`src/verilog/decoder_pkg.sv`:
```
// Constants, types and carriers shared by the instruction decoder.
package decoder_pkg;
    localparam logic [11:0] CTRL_OFS = 12'h000;
    localparam logic [11:0] BANK_OFS = 12'h004;
    localparam logic [11:0] PROD_LO_OFS = 12'h008;
    localparam logic [11:0] PROD_HI_OFS = 12'h00c;
    localparam logic [11:0] STAT_OFS = 12'h010;
    localparam logic [3:0] ACCESS_BANK = 4'h0;
    localparam logic [11:0] PORT_LO = 12'hf00;
    localparam logic [11:0] PORT_HI = 12'hf04;
    localparam logic [11:0] TIMER_ADDR = 12'hf10;
    localparam logic [3:0] SECOND_PREFIX = 4'hf;
    // Flag masks are ordered carry, digit carry, zero, overflow, negative.
    localparam logic [4:0] FL_ALL = 5'h1f;
    localparam logic [4:0] FL_ZN = 5'h05;
    localparam logic [4:0] FL_CZN = 5'h15;
    localparam logic [4:0] FL_Z = 5'h04;
    localparam logic [4:0] FL_NONE = 5'h00;
    localparam logic [1:0] CYC_ONE = 2'h1;
    localparam logic [1:0] CYC_TWO = 2'h2;
    localparam logic [1:0] CYC_THREE = 2'h3;

    typedef enum logic [5:0] {
        OP_NOP, OP_ADDC, OP_ADD, OP_INC, OP_DEC, OP_OR, OP_AND, OP_XOR, OP_COMPL,
        OP_CPLT, OP_CPEQ, OP_CPGT, OP_DECSZ, OP_INCSZ, OP_TSTSZ, OP_INCSNZ, OP_DECSNZ,
        OP_RLC, OP_RRC, OP_RL, OP_RR, OP_SUBF, OP_SUBFB, OP_SUBAB, OP_MUL, OP_MOV,
        OP_CLR, OP_SET, OP_NEG, OP_STORE, OP_SWAP, OP_FMOVE, OP_BITOP, OP_LIT,
        OP_RELBR, OP_BCOND, OP_JUMP, OP_CALL, OP_OTHER
    } op_e;

    typedef enum logic {PH_FIRST, PH_SECOND} phase_e;

    typedef struct packed {
        logic valid;
        op_e op;
        logic dest_file;
        logic [11:0] addr;
        logic [11:0] fdst;
        logic [2:0] bit_sel;
        logic [7:0] literal;
        logic [10:0] offset;
        logic [19:0] target;
        logic fast;
        logic [4:0] flags;
        logic [1:0] cycles;
        logic skip_op;
        logic pin_src;
        logic pre_clr;
    } dec_s;

    typedef struct packed {
        logic res_zero;
        logic cmp_lt;
        logic cmp_eq;
        logic cmp_gt;
        logic [7:0] acc;
        logic [7:0] file_data;
    } dp_s;

    typedef struct packed {
        logic psel;
        logic penable;
        logic pwrite;
        logic [11:0] paddr;
        logic [31:0] pwdata;
    } apb_req_s;

    typedef struct packed {
        logic [31:0] prdata;
        logic pready;
        logic pslverr;
    } apb_rsp_s;
endpackage : decoder_pkg

```
`src/verilog/byte_bit_instruction_decoder.sv`:
```
// Instruction word decoder with two-word, skip and flush sequencing.
//
// Decided for this implementation: the register addresses and the APB interface to the registers.
`timescale 1ns/1ps
module byte_bit_instruction_decoder (
    // Clock and reset.
    input wire logic I_MCLK,
    input wire logic I_RST,
    // Instruction words from the fetch path.
    input wire logic [15:0] I_INSTR,
    input wire logic I_INSTR_VLD,
    // Results from the datapath for the decoded instruction.
    input wire decoder_pkg::dp_s I_DP,
    // Register bus.
    input wire decoder_pkg::apb_req_s I_APB,
    output decoder_pkg::apb_rsp_s O_APB,
    // Decoded instruction, sequencing and the multiply product bytes.
    output decoder_pkg::dec_s O_DEC,
    output logic O_SKIP,
    output logic [1:0] O_SKIP_CYC,
    output logic [7:0] O_PROD_HI,
    output logic [7:0] O_PROD_LO
);

    typedef struct packed {
        decoder_pkg::phase_e phase;
        decoder_pkg::op_e pend;
        logic [11:0] hold12;
        logic [7:0] lo;
        logic fast;
        logic [1:0] squash;
        logic skip_arm;
        decoder_pkg::dec_s dec;
        logic skip;
        logic [1:0] skip_cyc;
        logic pre_asg;
        logic [3:0] bank;
        logic [15:0] prod;
        logic [31:0] prdata;
        logic slverr;
    } st_s;

    st_s st_r;
    st_s st_nxt;
    logic skip_cond;
    logic skip_now;
    logic fresh;

    ////////////////////////////////////////////////////////////////////////////
    function automatic logic two_word(input logic [15:0] w);
        two_word = (w[15:12] == 4'hc) || (w[15:9] == 7'h76) || (w[15:9] == 7'h77);
    endfunction : two_word

    function automatic decoder_pkg::dec_s decode(input logic [15:0] w, input logic [3:0] bank,
                                                 input logic pa);
        decoder_pkg::dec_s d;
        logic byte_op;
        logic bit_op;
        d = '0;
        byte_op = 1'b1;
        bit_op = 1'b0;
        d.valid = 1'b1;
        d.cycles = decoder_pkg::CYC_ONE;
        d.dest_file = w[9];
        d.addr = {(w[8] ? bank : decoder_pkg::ACCESS_BANK), w[7:0]};
        d.bit_sel = w[11:9];
        d.literal = w[7:0];
        d.offset = (w[15:12] == 4'hd) ? w[10:0] : {{3{w[7]}}, w[7:0]};
        d.flags = decoder_pkg::FL_NONE;
        casez (w[15:8])
            8'b0010_00??: begin d.op = decoder_pkg::OP_ADDC; d.flags = decoder_pkg::FL_ALL; end
            8'b0010_01??: begin d.op = decoder_pkg::OP_ADD; d.flags = decoder_pkg::FL_ALL; end
            8'b0010_10??: begin d.op = decoder_pkg::OP_INC; d.flags = decoder_pkg::FL_ALL; end
            8'b0000_01??: begin d.op = decoder_pkg::OP_DEC; d.flags = decoder_pkg::FL_ALL; end
            8'b0001_00??: begin d.op = decoder_pkg::OP_OR; d.flags = decoder_pkg::FL_ZN; end
            8'b0001_01??: begin d.op = decoder_pkg::OP_AND; d.flags = decoder_pkg::FL_ZN; end
            8'b0001_10??: begin d.op = decoder_pkg::OP_XOR; d.flags = decoder_pkg::FL_ZN; end
            8'b0001_11??: begin d.op = decoder_pkg::OP_COMPL; d.flags = decoder_pkg::FL_ZN; end
            8'b0110_000?: begin d.op = decoder_pkg::OP_CPLT; d.skip_op = 1'b1; end
            8'b0110_001?: begin d.op = decoder_pkg::OP_CPEQ; d.skip_op = 1'b1; end
            8'b0110_010?: begin d.op = decoder_pkg::OP_CPGT; d.skip_op = 1'b1; end
            8'b0010_11??: begin d.op = decoder_pkg::OP_DECSZ; d.skip_op = 1'b1; end
            8'b0011_11??: begin d.op = decoder_pkg::OP_INCSZ; d.skip_op = 1'b1; end
            8'b0110_011?: begin d.op = decoder_pkg::OP_TSTSZ; d.skip_op = 1'b1; end
            8'b0100_10??: begin d.op = decoder_pkg::OP_INCSNZ; d.skip_op = 1'b1; end
            8'b0100_11??: begin d.op = decoder_pkg::OP_DECSNZ; d.skip_op = 1'b1; end
            8'b0011_01??: begin d.op = decoder_pkg::OP_RLC; d.flags = decoder_pkg::FL_CZN; end
            8'b0011_00??: begin d.op = decoder_pkg::OP_RRC; d.flags = decoder_pkg::FL_CZN; end
            8'b0100_01??: begin d.op = decoder_pkg::OP_RL; d.flags = decoder_pkg::FL_ZN; end
            8'b0100_00??: begin d.op = decoder_pkg::OP_RR; d.flags = decoder_pkg::FL_ZN; end
            8'b0101_11??: begin d.op = decoder_pkg::OP_SUBF; d.flags = decoder_pkg::FL_ALL; end
            8'b0101_10??: begin d.op = decoder_pkg::OP_SUBFB; d.flags = decoder_pkg::FL_ALL; end
            8'b0101_01??: begin d.op = decoder_pkg::OP_SUBAB; d.flags = decoder_pkg::FL_ALL; end
            8'b0000_001?: begin d.op = decoder_pkg::OP_MUL; d.dest_file = 1'b0; end
            8'b0101_00??: begin d.op = decoder_pkg::OP_MOV; d.flags = decoder_pkg::FL_ZN; end
            8'b0011_10??: d.op = decoder_pkg::OP_SWAP;
            8'b0110_100?: begin d.op = decoder_pkg::OP_SET; d.dest_file = 1'b1; end
            8'b0110_101?: begin d.op = decoder_pkg::OP_CLR; d.dest_file = 1'b1; d.flags = decoder_pkg::FL_Z; end
            8'b0110_110?: begin d.op = decoder_pkg::OP_NEG; d.dest_file = 1'b1; d.flags = decoder_pkg::FL_ALL; end
            8'b0110_111?: begin d.op = decoder_pkg::OP_STORE; d.dest_file = 1'b1; end
            8'b1100_????: begin d.op = decoder_pkg::OP_FMOVE; d.cycles = decoder_pkg::CYC_TWO; byte_op = 1'b0; end
            8'b0111_????, 8'b10??_????: begin d.op = decoder_pkg::OP_BITOP; byte_op = 1'b0; bit_op = 1'b1; end
            8'b1101_0???: begin d.op = decoder_pkg::OP_RELBR; d.cycles = decoder_pkg::CYC_TWO; byte_op = 1'b0; end
            8'b1110_0???: begin d.op = decoder_pkg::OP_BCOND; byte_op = 1'b0; end
            8'b1110_110?: begin d.op = decoder_pkg::OP_CALL; d.cycles = decoder_pkg::CYC_TWO; byte_op = 1'b0; end
            8'b1110_1111: begin d.op = decoder_pkg::OP_JUMP; d.cycles = decoder_pkg::CYC_TWO; byte_op = 1'b0; end
            8'b0000_1???: begin d.op = decoder_pkg::OP_LIT; byte_op = 1'b0; end
            8'b1111_????: begin d.op = decoder_pkg::OP_NOP; byte_op = 1'b0; end
            default: begin d.op = decoder_pkg::OP_OTHER; byte_op = 1'b0; end
        endcase
        // Compares and the zero test only read, so they never claim the file as target.
        if (d.op == decoder_pkg::OP_CPLT || d.op == decoder_pkg::OP_CPEQ || d.op == decoder_pkg::OP_CPGT ||
            d.op == decoder_pkg::OP_TSTSZ) begin
            d.dest_file = 1'b0;
        end
        if (bit_op) begin
            d.dest_file = 1'b1;
        end else if (!byte_op) begin
            d.dest_file = 1'b0;
        end
        // A port rewritten from itself must see the pins, not the output latch.
        d.pin_src = byte_op && d.dest_file && d.addr >= decoder_pkg::PORT_LO && d.addr <= decoder_pkg::PORT_HI &&
                    d.op != decoder_pkg::OP_CLR && d.op != decoder_pkg::OP_SET && d.op != decoder_pkg::OP_STORE;
        d.pre_clr = pa && d.dest_file && d.addr == decoder_pkg::TIMER_ADDR;
        decode = d;
    endfunction : decode

    ////////////////////////////////////////////////////////////////////////////
    always_comb begin
        case (st_r.dec.op)
            decoder_pkg::OP_CPLT: skip_cond = I_DP.cmp_lt;
            decoder_pkg::OP_CPEQ: skip_cond = I_DP.cmp_eq;
            decoder_pkg::OP_CPGT: skip_cond = I_DP.cmp_gt;
            decoder_pkg::OP_DECSZ, decoder_pkg::OP_INCSZ, decoder_pkg::OP_TSTSZ: skip_cond = I_DP.res_zero;
            decoder_pkg::OP_INCSNZ, decoder_pkg::OP_DECSNZ: skip_cond = !I_DP.res_zero;
            default: skip_cond = 1'b0;
        endcase
    end

    assign skip_now = st_r.dec.valid && st_r.dec.skip_op && skip_cond;
    assign fresh = I_INSTR_VLD && !skip_now && !st_r.skip_arm && st_r.squash == 2'h0 && st_r.phase == decoder_pkg::PH_FIRST;

    always_comb begin
        st_nxt = st_r;
        st_nxt.dec = '0;
        st_nxt.skip = 1'b0;
        st_nxt.skip_cyc = 2'h0;
        if (skip_now && !I_INSTR_VLD) begin
            st_nxt.skip_arm = 1'b1;
        end
        if (I_INSTR_VLD) begin
            if (skip_now || st_r.skip_arm) begin
                // The skipped word becomes a no-operation; a two-word one also drops its operand word.
                st_nxt.skip_arm = 1'b0;
                st_nxt.skip = 1'b1;
                st_nxt.skip_cyc = two_word(I_INSTR) ? decoder_pkg::CYC_THREE : decoder_pkg::CYC_TWO;
                st_nxt.squash = two_word(I_INSTR) ? 2'h1 : 2'h0;
                st_nxt.dec.valid = 1'b1;
                st_nxt.dec.cycles = decoder_pkg::CYC_ONE;
            end else if (st_r.squash != 2'h0) begin
                st_nxt.squash = st_r.squash - 2'h1;
                st_nxt.dec.valid = 1'b1;
                st_nxt.dec.cycles = decoder_pkg::CYC_ONE;
            end else if (st_r.phase == decoder_pkg::PH_SECOND) begin
                st_nxt.phase = decoder_pkg::PH_FIRST;
                st_nxt.dec.valid = 1'b1;
                st_nxt.dec.cycles = decoder_pkg::CYC_ONE;
                // A malformed operand word is dropped as a no-operation.
                if (I_INSTR[15:12] == decoder_pkg::SECOND_PREFIX) begin
                    st_nxt.dec.op = st_r.pend;
                    st_nxt.dec.cycles = decoder_pkg::CYC_TWO;
                    st_nxt.dec.addr = st_r.hold12;
                    st_nxt.dec.fdst = I_INSTR[11:0];
                    if (st_r.pend == decoder_pkg::OP_JUMP || st_r.pend == decoder_pkg::OP_CALL) begin
                        st_nxt.dec.target = {I_INSTR[11:0], st_r.lo};
                        st_nxt.dec.fast = st_r.fast && st_r.pend == decoder_pkg::OP_CALL;
                        st_nxt.squash = 2'h1;
                    end
                end
            end else begin
                st_nxt.dec = decode(I_INSTR, st_r.bank, st_r.pre_asg);
                if (two_word(I_INSTR)) begin
                    // Output waits for the operand word, so the core sees one complete instruction.
                    st_nxt.dec.valid = 1'b0;
                    st_nxt.phase = decoder_pkg::PH_SECOND;
                    st_nxt.pend = st_nxt.dec.op;
                    st_nxt.hold12 = I_INSTR[11:0];
                    st_nxt.lo = I_INSTR[7:0];
                    st_nxt.fast = I_INSTR[8];
                end else if (st_nxt.dec.op == decoder_pkg::OP_RELBR) begin
                    st_nxt.squash = 2'h1;
                end
            end
        end
        if (st_r.dec.valid && st_r.dec.op == decoder_pkg::OP_MUL) begin
            st_nxt.prod = 16'(I_DP.acc) * 16'(I_DP.file_data);
        end
        // Read data is latched in the setup cycle so that it comes from a flip-flop.
        if (I_APB.psel && !I_APB.penable) begin
            st_nxt.slverr = 1'b0;
            case (I_APB.paddr)
                decoder_pkg::CTRL_OFS: st_nxt.prdata = {31'h0, st_r.pre_asg};
                decoder_pkg::BANK_OFS: st_nxt.prdata = {28'h0, st_r.bank};
                decoder_pkg::PROD_LO_OFS: st_nxt.prdata = {24'h0, st_r.prod[7:0]};
                decoder_pkg::PROD_HI_OFS: st_nxt.prdata = {24'h0, st_r.prod[15:8]};
                decoder_pkg::STAT_OFS: st_nxt.prdata = {22'h0, st_r.skip_arm, st_r.squash, st_r.phase, st_r.dec.op};
                default: begin
                    st_nxt.prdata = 32'h0;
                    st_nxt.slverr = 1'b1;
                end
            endcase
        end
        if (I_APB.psel && I_APB.penable && I_APB.pwrite) begin
            case (I_APB.paddr)
                decoder_pkg::CTRL_OFS: st_nxt.pre_asg = I_APB.pwdata[0];
                decoder_pkg::BANK_OFS: st_nxt.bank = I_APB.pwdata[3:0];
                default: st_nxt.pre_asg = st_r.pre_asg;
            endcase
        end
    end

    always_ff @(posedge I_MCLK) begin
        if (I_RST) begin
            st_r <= '0;
        end else begin
            st_r <= st_nxt;
        end
    end

    assign O_DEC = st_r.dec;
    assign O_SKIP = st_r.skip;
    assign O_SKIP_CYC = st_r.skip_cyc;
    assign O_PROD_HI = st_r.prod[15:8];
    assign O_PROD_LO = st_r.prod[7:0];
    assign O_APB = {st_r.prdata, 1'b1, st_r.slverr};

    ////////////////////////////////////////////////////////////////////////////
    chk_dest_bank_addr: assert property (@(posedge I_MCLK) disable iff (I_RST)
        fresh && I_INSTR[15:10] == 6'h09 |=> O_DEC.valid && O_DEC.op == decoder_pkg::OP_ADD &&
        O_DEC.dest_file == $past(I_INSTR[9]) && O_DEC.addr[7:0] == $past(I_INSTR[7:0]) &&
        O_DEC.addr[11:8] == ($past(I_INSTR[8]) ? $past(st_r.bank) : decoder_pkg::ACCESS_BANK))
        else $error("byte op destination or address wrong");

    chk_move_second_word: assert property (@(posedge I_MCLK) disable iff (I_RST)
        fresh && I_INSTR[15:12] == 4'hc ##1 (I_INSTR_VLD && I_INSTR[15:12] == 4'hf) |=>
        O_DEC.op == decoder_pkg::OP_FMOVE && O_DEC.addr == $past(I_INSTR[11:0], 2) && O_DEC.fdst == $past(I_INSTR[11:0]))
        else $error("two-word move addresses wrong");

    chk_jump_target: assert property (@(posedge I_MCLK) disable iff (I_RST)
        fresh && I_INSTR[15:8] == 8'hef ##1 (I_INSTR_VLD && I_INSTR[15:12] == 4'hf) |=>
        O_DEC.target == {$past(I_INSTR[11:0]), $past(I_INSTR[7:0], 2)} && O_DEC.cycles == 2'h2)
        else $error("jump target wrong");

    chk_orphan_nop: assert property (@(posedge I_MCLK) disable iff (I_RST)
        fresh && I_INSTR[15:12] == 4'hf |=> O_DEC.valid && O_DEC.op == decoder_pkg::OP_NOP && !O_DEC.dest_file)
        else $error("orphan second word not a no-operation");

    chk_logic_flags: assert property (@(posedge I_MCLK) disable iff (I_RST)
        fresh && I_INSTR[15:12] == 4'h1 |=> O_DEC.flags == 5'h05 && O_DEC.cycles == 2'h1)
        else $error("logical op flags wrong");

    chk_skip_zero: assert property (@(posedge I_MCLK) disable iff (I_RST)
        O_DEC.valid && O_DEC.op == decoder_pkg::OP_DECSZ && I_DP.res_zero && I_INSTR_VLD |=>
        O_SKIP && O_SKIP_CYC == (two_word($past(I_INSTR)) ? 2'h3 : 2'h2) && O_DEC.op == decoder_pkg::OP_NOP)
        else $error("skip on zero not taken");

    chk_skip_nonzero: assert property (@(posedge I_MCLK) disable iff (I_RST)
        O_DEC.valid && O_DEC.op == decoder_pkg::OP_INCSNZ && !I_DP.res_zero && I_INSTR_VLD |=> O_SKIP)
        else $error("skip on nonzero not taken");

    chk_mul_product: assert property (@(posedge I_MCLK) disable iff (I_RST)
        O_DEC.valid && O_DEC.op == decoder_pkg::OP_MUL |-> O_DEC.flags == 5'h00 ##1
        {O_PROD_HI, O_PROD_LO} == 16'($past(I_DP.acc)) * 16'($past(I_DP.file_data)))
        else $error("product registers wrong");

    chk_branch_flush: assert property (@(posedge I_MCLK) disable iff (I_RST)
        fresh && I_INSTR[15:11] == 5'h1a ##1 I_INSTR_VLD |=> O_DEC.op == decoder_pkg::OP_NOP &&
        $past(O_DEC.offset) == $past(I_INSTR[10:0], 2))
        else $error("relative branch not flushed");

endmodule : byte_bit_instruction_decoder

```
`config.mk`:
```
export PLATFORM = sky130hd
export DESIGN_NAME = byte_bit_instruction_decoder
export DESIGN_NICKNAME = d
export VERILOG_FILES = /design/src/verilog/decoder_pkg.sv /design/src/verilog/byte_bit_instruction_decoder.sv
export SDC_FILE = /design/constraint.sdc
export NUM_CORES = 1
export LEC_CHECK = 0
export BUFFER_PORTS_ARGS = -buffer_cell sky130_fd_sc_hd__buf_2
export CAP_MARGIN = 30
export CORE_UTILIZATION = 25
export DETAILED_ROUTE_END_ITERATION = 8
export GPL_TIMING_DRIVEN = 0
export PLACE_DENSITY = 0.5
export SYNTH_ARGS = -nofsm -noshare
export SYNTH_HDL_FRONTEND = slang
export SYNTH_SLANG_ARGS = --single-unit
```
`constraint.sdc`:
```
create_clock -name I_MCLK -period 4.1 [get_ports I_MCLK]
set_input_delay 0 -clock I_MCLK [delete_from_list [all_inputs] [get_ports I_MCLK]]
set_output_delay 0 -clock I_MCLK [all_outputs]
set_load 0.02 [all_outputs]
```
==> key figures, run 1 <==
Pwr
  • Internal power: 2740 uW
  • Switching fraction of total power: a little under a third
  • Pwr/cell area: 369 nW/um^2
  • Comb power frac: a little over a quarter
  • VDD IR max: 0.271 mV
  • Leak pwr: 0.00528 uW
  • Clock Power Share: 39.9%
  • Sw Pwr: 1280 uW
  • Sequential Power Share: ~33%
  • Total power: 4020 uW

Cells and area
  • Register area: 2660 um^2
  • Nets: 1390
  • Area growth syn-to-layout: 26.3%
  • Fin cells: ~1700
  • Post-route cell area: between 10000 and 15000 um^2
  • Multi-input gate area: 4620 um^2
  • Share of layout cells above drive strength 1: 29.4%
  • Fill count: 3626

Placement
  • Placement Cell Area: around 10000 um^2
  • Final GP Congestion: 0.879
  • DP Cell Count: 1645
  • Final HPWL DP: 20.7 mm
  • Pre-CTS WS: -0.252 ns
  • Port Buf Inserts: 170

Clock network
  • CTS Buf Count: 17
  • H-tree depth: 4
  • TritonCTS clock tree: built
  • CTS clk-pin slew, worst paths: 0.06 ns
  • Clk_lat worst skew: 0.42 ns
  • Root buffer cell: clkbuf_16
  • CTS Sinks: 133
  • Max clock buf depth: 2

Timing
  • Final setup margin: 0.226 ns
  • Fmax achieved: 0.258 GHz
  • Fin crit share: 94.5%
  • Max-slew violation count: 0
  • Measured slew at the worst slew-check pin: 1.02 ns
  • Hold Slack: 0.00141 ns
  • Worst Clk Skew: 0.00768 ns
  • Slew HR: a little under a third
  • Final Hold Vio Count: 0
  • RSZ-0062 raised after global routing: no
  • Min Tclk post-route: 3.87 ns
  • Setup-failing EPs final: 0

Global routing
  • Antenna violations before repair: 0
  • Vias in the first global route: approximately 7200
  • First-pass GRT wire length: ~41 mm
  • Total Routing Usage GR: 15.0%
  • Largest net degree at the start of global routing: 17
  • Total grt overflow: 0

Logic synthesis
  • Synth Warn #: 0
  • Mapped Cells: 1006
  • Area leader, netlist: dfxtp_1
  • EDFF count, synth: 0
  • Area contributors post-synth: dfxtp_1 31%, buf_4 12%, fa_1 8.4%
  • Count leader, synth: buf_4
  • Sequential fraction of the synthesis area: 30.9%
  • Synth Area in XOR/XNOR: 0.609%
  • Main combinational cell family by area after synthesis: simple AND/OR/NAND/NOR gates
  • Synth cell types: 70
  • Flop and latch count out of synthesis: 133
  • Post-synthesis compound-gate area fraction: 15.0%
  • Synthesized area per cell: 8.58 um^2
  • Synth Area in Simple Gates: 21.3%
  • Top FF cell, synth: dfxtp_1
  • Synthesized cell area: 8630 um^2
  • Synth top cells by count: 137 x buf_4, 133 x dfxtp_1, 103 x nand2_1
  • Async set-reset flop share out of synthesis: 0%
  • Adder-Cell Fraction of Synth Area: 13.6%
  • Share of Yosys cell area claimed by the top area cell type: 30.9%
  • Mux share of post-synthesis cell area: 1.99%

Critical path
  • Most frequent CP cell: fa_1
  • CP Launch Type: primary input
  • Max stage delay on crit path: ~0.54 ns
  • Worst EP arrival: 4.21 ns
  • FF-to-FF Start: O_DEC[78]
  • CP Cell Sequence: buf_2 -> nand2_1 -> fa_1 -> fa_1 -> inv_1 -> fa_1 -> fa_1 -> ha_1 -> or3_1 -> o221a_2 -> o21a_1 -> or4_1 -> a311oi_1
  • FF-to-FF End: O_DEC[80]
  • CP max-delay cell: fa_1
  • WS Path Type: in -> reg
  • CP Launch Point: I_DP[7]
  • WP depth: 13
  • Crit path max fanout: 8
  • WP buf/inv: 2
  • Worst reg-to-reg path cell count: 8
  • Setup crit end kind: flop
  • Data required time of the worst path: 4.43 ns
  • Reg2reg setup slack: 1.23 ns
  • Crit path to: O_PROD_HI[7]
  • Family with the most delay on the worst path: adder cells

Drt
  • DR DRC count: 0
  • Routed WL: 26.4 mm
  • Wire per inst: around 16 um
  • Vias: 7532
  • Routed vias/inst: 4.45
  • Initial DRC Count: 326
  • Post-route ant nets: 0
  • Drt pass-1 iters: 5

Worst hold path
  • Worst Hold Class: in -> reg
  • Hold path cells: 4

Floorplanning
  • Initial Util: 25.5%
  • Die W: 188 um
  • Die Y: between 150 and 200 um
  • Core Rows: 67
  • Io pins: roughly 220
  • Core area: around 34000 um^2
  • Die Area: 35300 um^2

Status
  • Status: completed

Run
  • Max cap viols: 0
-- state kept, by name (all words and copies together) (netlist names) --
| register | cells |
|---|---|
| O_APB | 11 |
| O_SKIP_CYC | 2 |
| O_SKIP | 1 |
| O_PROD_LO | 8 |
| st_r | 27 |
| O_DEC | 76 |
| O_PROD_HI | 8 |
-- area by class of cell --
type	instances	share of cell area, %
tap	448	5.14
timing repair buffer	186	9.27
multi-input combinational	655	42.3
clock buffer	17	3.90
sequential	133	24.4
inverter	56	1.93
antenna	1	0.0230
clock inverter	15	1.76
buffer	183	11.2
-- how the worst min path moves through the flow --
stage	from	endpoint	slack [ns]
2_1_floorplan	I_INSTR_VLD	st_r[142]	0.08
3_3_place_gp	I_APB[2]	st_r[51]	0.24
3_5_place_dp	I_APB[3]	st_r[52]	0.25
4_1_cts	I_APB[45]	O_APB[0]	0.002
5_1_grt	I_APB[45]	O_APB[0]	0.004
6_report	I_APB[45]	O_APB[0]	0.001
-- layout by cell type (no fill, tap or decap), drive strengths merged, types with 4 or more instances in the layout --
cell | Yosys | layout
buf | 156 | 326
dfxtp | 133 | 133
nand2 | 103 | 103
and2 | 81 | 81
inv | 56 | 63
a21oi | 59 | 59
nor2 | 48 | 48
clkbuf | 27 | 44
fa | 36 | 36
ha | 36 | 36
o21ai | 27 | 27
conb | 2 | 23
nand3 | 22 | 22
mux2i | 16 | 16
dlygate4sd3 | 0 | 16
a21o | 14 | 14
nor2b | 13 | 13
nor3 | 12 | 12
nand2b | 11 | 11
a211oi | 11 | 11
and3 | 9 | 9
o21a | 9 | 9
nand3b | 8 | 8
a211o | 7 | 7
nor4b | 6 | 6
nor4 | 6 | 6
a2111oi | 6 | 6
o2bb2ai | 5 | 5
or3 | 5 | 5
o22ai | 5 | 5
a32o | 5 | 5
a22oi | 5 | 5
o211ai | 4 | 4
nand4b | 4 | 4
o221ai | 4 | 4
xnor2 | 4 | 4
a31oi | 4 | 4
a311oi | 4 | 4
-- through the flow --
step,TNS [ns],util (%)
floorplan,0,-
global placement,-0.225,30.0
detailed placement,-0.252,30.0
CTS,0,32.3
global route,0,32.3
finish,0,32.3
-- power groups by stage --
stage          logic [uW]  registers, uW  clock network [uW]
2_1_floorplan         798           1350                   0
3_3_place_gp         1070           1360                   0
3_5_place_dp         1070           1360                   0
4_1_cts              1090           1340                1630
5_1_grt              1230           1340                1690
6_report             1080           1340                1600
-- layer usage --
| metal | up-vias | track usage (%) | part of all wire, % |
|---|---|---|---|
| met2 | 243 | 24.6 | 46 |
| li1 | 3719 | - | - |
| met3 | 27 | 2.40 | 5.0 |
| met1 | 3543 | 20.0 | 47 |
| met5 | - | 0 | 0 |
| met4 | 0 | 4.60 | 1.8 |
-- worst register-to-register path, stage by stage, from the launching register on --
cell	delay [ns]
dfxtp_1	0.58
mux2i_1	0.43
o32ai_1	0.15
o211ai_1	0.46
and3_1	0.24
clkbuf_1	0.41
buf_2	0.33
o21ai_0	0.13
nand2_1	0.09
-- cells by family after synthesis --
family | after synthesis
simple gates | 348
mux | 17
other cells | 2
flops | 133
xor+xnor | 6
compound gates | 189
fa+ha+maj | 72
buf+inv | 239
-- timing repair --
action | in CTS | in global routing
resized for setup | 0 | 1
hold buffers | 16 | 0
setup endpoints to repair | 0 | 1
hold endpoints to repair | 51 | 0
buffers inserted | 0 | 0
(Power assumes the default switching activity.)
==> run 2, diff against run 1 <==
--- a/config.mk
+++ b/config.mk
@@ -7,10 +7,11 @@
 export LEC_CHECK = 0
 export BUFFER_PORTS_ARGS = -buffer_cell sky130_fd_sc_hd__buf_2
 export CAP_MARGIN = 30
-export CORE_UTILIZATION = 25
+export CORE_UTILIZATION = 45
+export CTS_BUF_LIST = sky130_fd_sc_hd__clkbuf_8
 export DETAILED_ROUTE_END_ITERATION = 8
 export GPL_TIMING_DRIVEN = 0
-export PLACE_DENSITY = 0.5
+export PLACE_DENSITY = 0.77
 export SYNTH_ARGS = -nofsm -noshare
 export SYNTH_HDL_FRONTEND = slang
 export SYNTH_SLANG_ARGS = --single-unit
==> run 2 against run 1 <==
Compared with the run above:
- sequential share of layout area rose by 1.1 points
- critical endpoint unchanged
- total power down 13%
- combinational power is essentially flat
- register-to-register slack improved by 0.38 ns
- die area fell by 44%
- final area shrank 4.4%
- critical path depth unchanged
- worst hold slack gained 0.019 ns
- clock skew increased by 0.0046 ns
==> key figures, run 2 (synthesis results as in run 1) <==
Status
  • Status: completed

Critical path
  • Reg2reg setup slack: 1.61 ns (+0.38 ns)
  • Setup crit end kind: flop
  • Worst reg-to-reg path cell count: 7 (-1)
  • FF-to-FF Start: O_DEC[78]
  • Data required time of the worst path: 4.47 ns (+0.04 ns)
  • FF-to-FF End: O_DEC[8]
  • WS Path Type: in -> reg
  • CP Launch Type: primary input
  • Worst EP arrival: 4.22 ns (about the same)
  • Crit path max fanout: 8 (unchanged)

Cells and area
  • Nets: 1391 (+0.072%)
  • Core Util, Final: 55.5% (+23 points)
  • Share of layout cells above drive strength 1: 29.4% (about the same)
  • Most common cell after layout, fill and taps aside: buf_2
  • Most frequent cells in the layout: 185 x buf_2, 137 x buf_4, 133 x dfxtp_1, 103 x nand2_1, 80 x and2_1
  • Fin cells: 1480 (-13%)
  • Max reg flops: 76 (unchanged)
  • Area growth syn-to-layout: 20.7%
  • Antenna diodes: 0 (-1)

Global routing
  • Vias in the first global route: 7278 (+1.6%)
  • Antenna violations before repair: 0 (unchanged)
  • First-pass GRT wire length: 36.7 mm (-11%)
  • Total Routing Usage GR: 23.7% (+8.7 points)
  • Total grt overflow: 0 (unchanged)
  • Largest net degree at the start of global routing: 17 (unchanged)

Timing
  • Measured slew at the worst slew-check pin: 0.847 ns (-0.173 ns)
  • Max-slew violation count: 0 (unchanged)
  • RSZ-0062 raised after global routing: no
  • Fmax achieved: 0.260 GHz (+0.81%)
  • Worst Clk Skew: 0.0123 ns (+0.00465 ns)
  • Setup-failing EPs final: 0 (unchanged)
  • Final setup margin: 0.257 ns (+0.0310 ns)
  • Min Tclk post-route: 3.84 ns (-0.0310 ns)
  • Fin crit share: 93.7% (-0.76 points)
  • Final Hold Vio Count: 0 (unchanged)
  • Slew HR: 43.2% (+12 points)

Drt
  • Post-route ant nets: 0 (unchanged)
  • Vias: 7617 (+1.1%)
  • Initial DRC Count: 573 (+76%)
  • Drt pass-1 iters: 6 (+1)
  • Routed WL: 23.1 mm (-13%)
  • Routed vias/inst: 5.15 (+16%)
  • Wire per inst: 15.6 um (+0.13%)
  • DR DRC count: 0 (unchanged)

Pwr
  • Leak pwr: 0.00518 uW (-1.9%)
  • Total power: 3480 uW (-13%)
  • VDD IR max: 0.191 mV (-30%)
  • Pwr/cell area: 334 nW/um^2 (-9.4%)

Placement
  • Final HPWL DP: 17.9 mm (-14%)
  • DP Cell Count: 1431 (-13%)
  • Final GP Congestion: 0.909 (+3.4%)
  • Pre-CTS WS: -0.224 ns (+0.0281 ns)
  • Port Buf Inserts: 170 (unchanged)

Clock network
  • Max clock buf depth: 2 (unchanged)
  • Clk_lat worst skew: 0.46 ns (+0.04 ns)
  • TritonCTS clock tree: built
  • H-tree depth: 4 (unchanged)
  • CTS clk-pin slew, worst paths: 0.09 ns (+0.03 ns)
  • CTS Buf Count: 17 (unchanged)
  • Root buffer cell: clkbuf_8
  • CTS Sinks: 133 (unchanged)

Floorplanning
  • Die Y: 140 um (-25%)
  • Io pins: 224 (unchanged)
  • Core area: 18800 um^2 (-44%)
  • Die Area: 19700 um^2 (-44%)
  • Core Rows: 50 (-25%)
  • Initial Util: 46.0% (+20 points)
  • Die W: 140 um (-25%)

Worst hold path
  • Worst Hold Class: in -> reg
  • Hold path cells: 5 (+1)
  • Hold path start: I_APB[36]
  • Hold endpoint: O_APB[5]

Run
  • Max cap viols: 0 (unchanged)
## run 2: per-stage QoR
step / area, um^2 / setup TNS, ns / hold WS, ns
final: 10400 / 0 / 0.0205
after global routing: 10400 / 0 / 0.0433
after CTS: 10400 / 0 / 0.0109
after detailed placement: 9850 / -0.229 / 0.252
after global placement: 9850 / -0.178 / 0.234
after floorplan: 8710 / 0 / 0.0768
## run 2: worst max-delay path by stage
| stage | start | to | slack [ns] |
|---|---|---|---|
| global route | I_DP[9] | O_PROD_HI[7] | 0.04 |
| CTS | I_DP[7] | O_PROD_HI[7] | 0.27 |
| global placement | I_DP[9] | O_PROD_HI[7] | -0.18 |
| detailed placement | I_DP[8] | O_PROD_HI[7] | -0.22 |
| finish | I_DP[8] | O_PROD_HI[7] | 0.26 |
| floorplan | I_DP[13] | O_PROD_HI[7] | 0.08 |
## run 2: layout make-up
cell class,instances,area (um^2)
buffer,183,1220
clock buffer,17,234
clock inverter,15,159
fill,1721,8350
inverter,56,210
multi-input combinational,655,4620
sequential,133,2660
tap,234,293
timing repair buffer,187,1020
## run 2: repair_timing
action / CTS / global route
hold buffers: 17 / 0
hold endpoints to repair: 58 / 0
setup buffers: 0 / 0
resized for setup: 0 / 0
## run 2: critical path, stage by stage
cell      delay [ns]
buf_2           0.16
nand2_1         0.10
fa_1            0.52
fa_1            0.56
inv_1           0.06
fa_1            0.51
fa_1            0.49
ha_1            0.27
or3_1           0.39
o221a_2         0.27
o21a_1          0.19
or4_1           0.46
a311oi_1        0.25
## run 2: metal layers
metal	wire, um	track usage [%]	vias up
li1	-	-	3724
met1	9740	29.4	3478
met2	11200	41.3	362
met3	1520	3.62	53
met4	675	9.32	0
met5	0	0	-
## run 2: power breakdown
group / switching (uW) / internal, uW / total (uW)
Clock: 620 / 454 / 1070
Sequential: 18.8 / 1310 / 1330
Combinational: 620 / 455 / 1080
Total: 1260 / 2220 / 3480
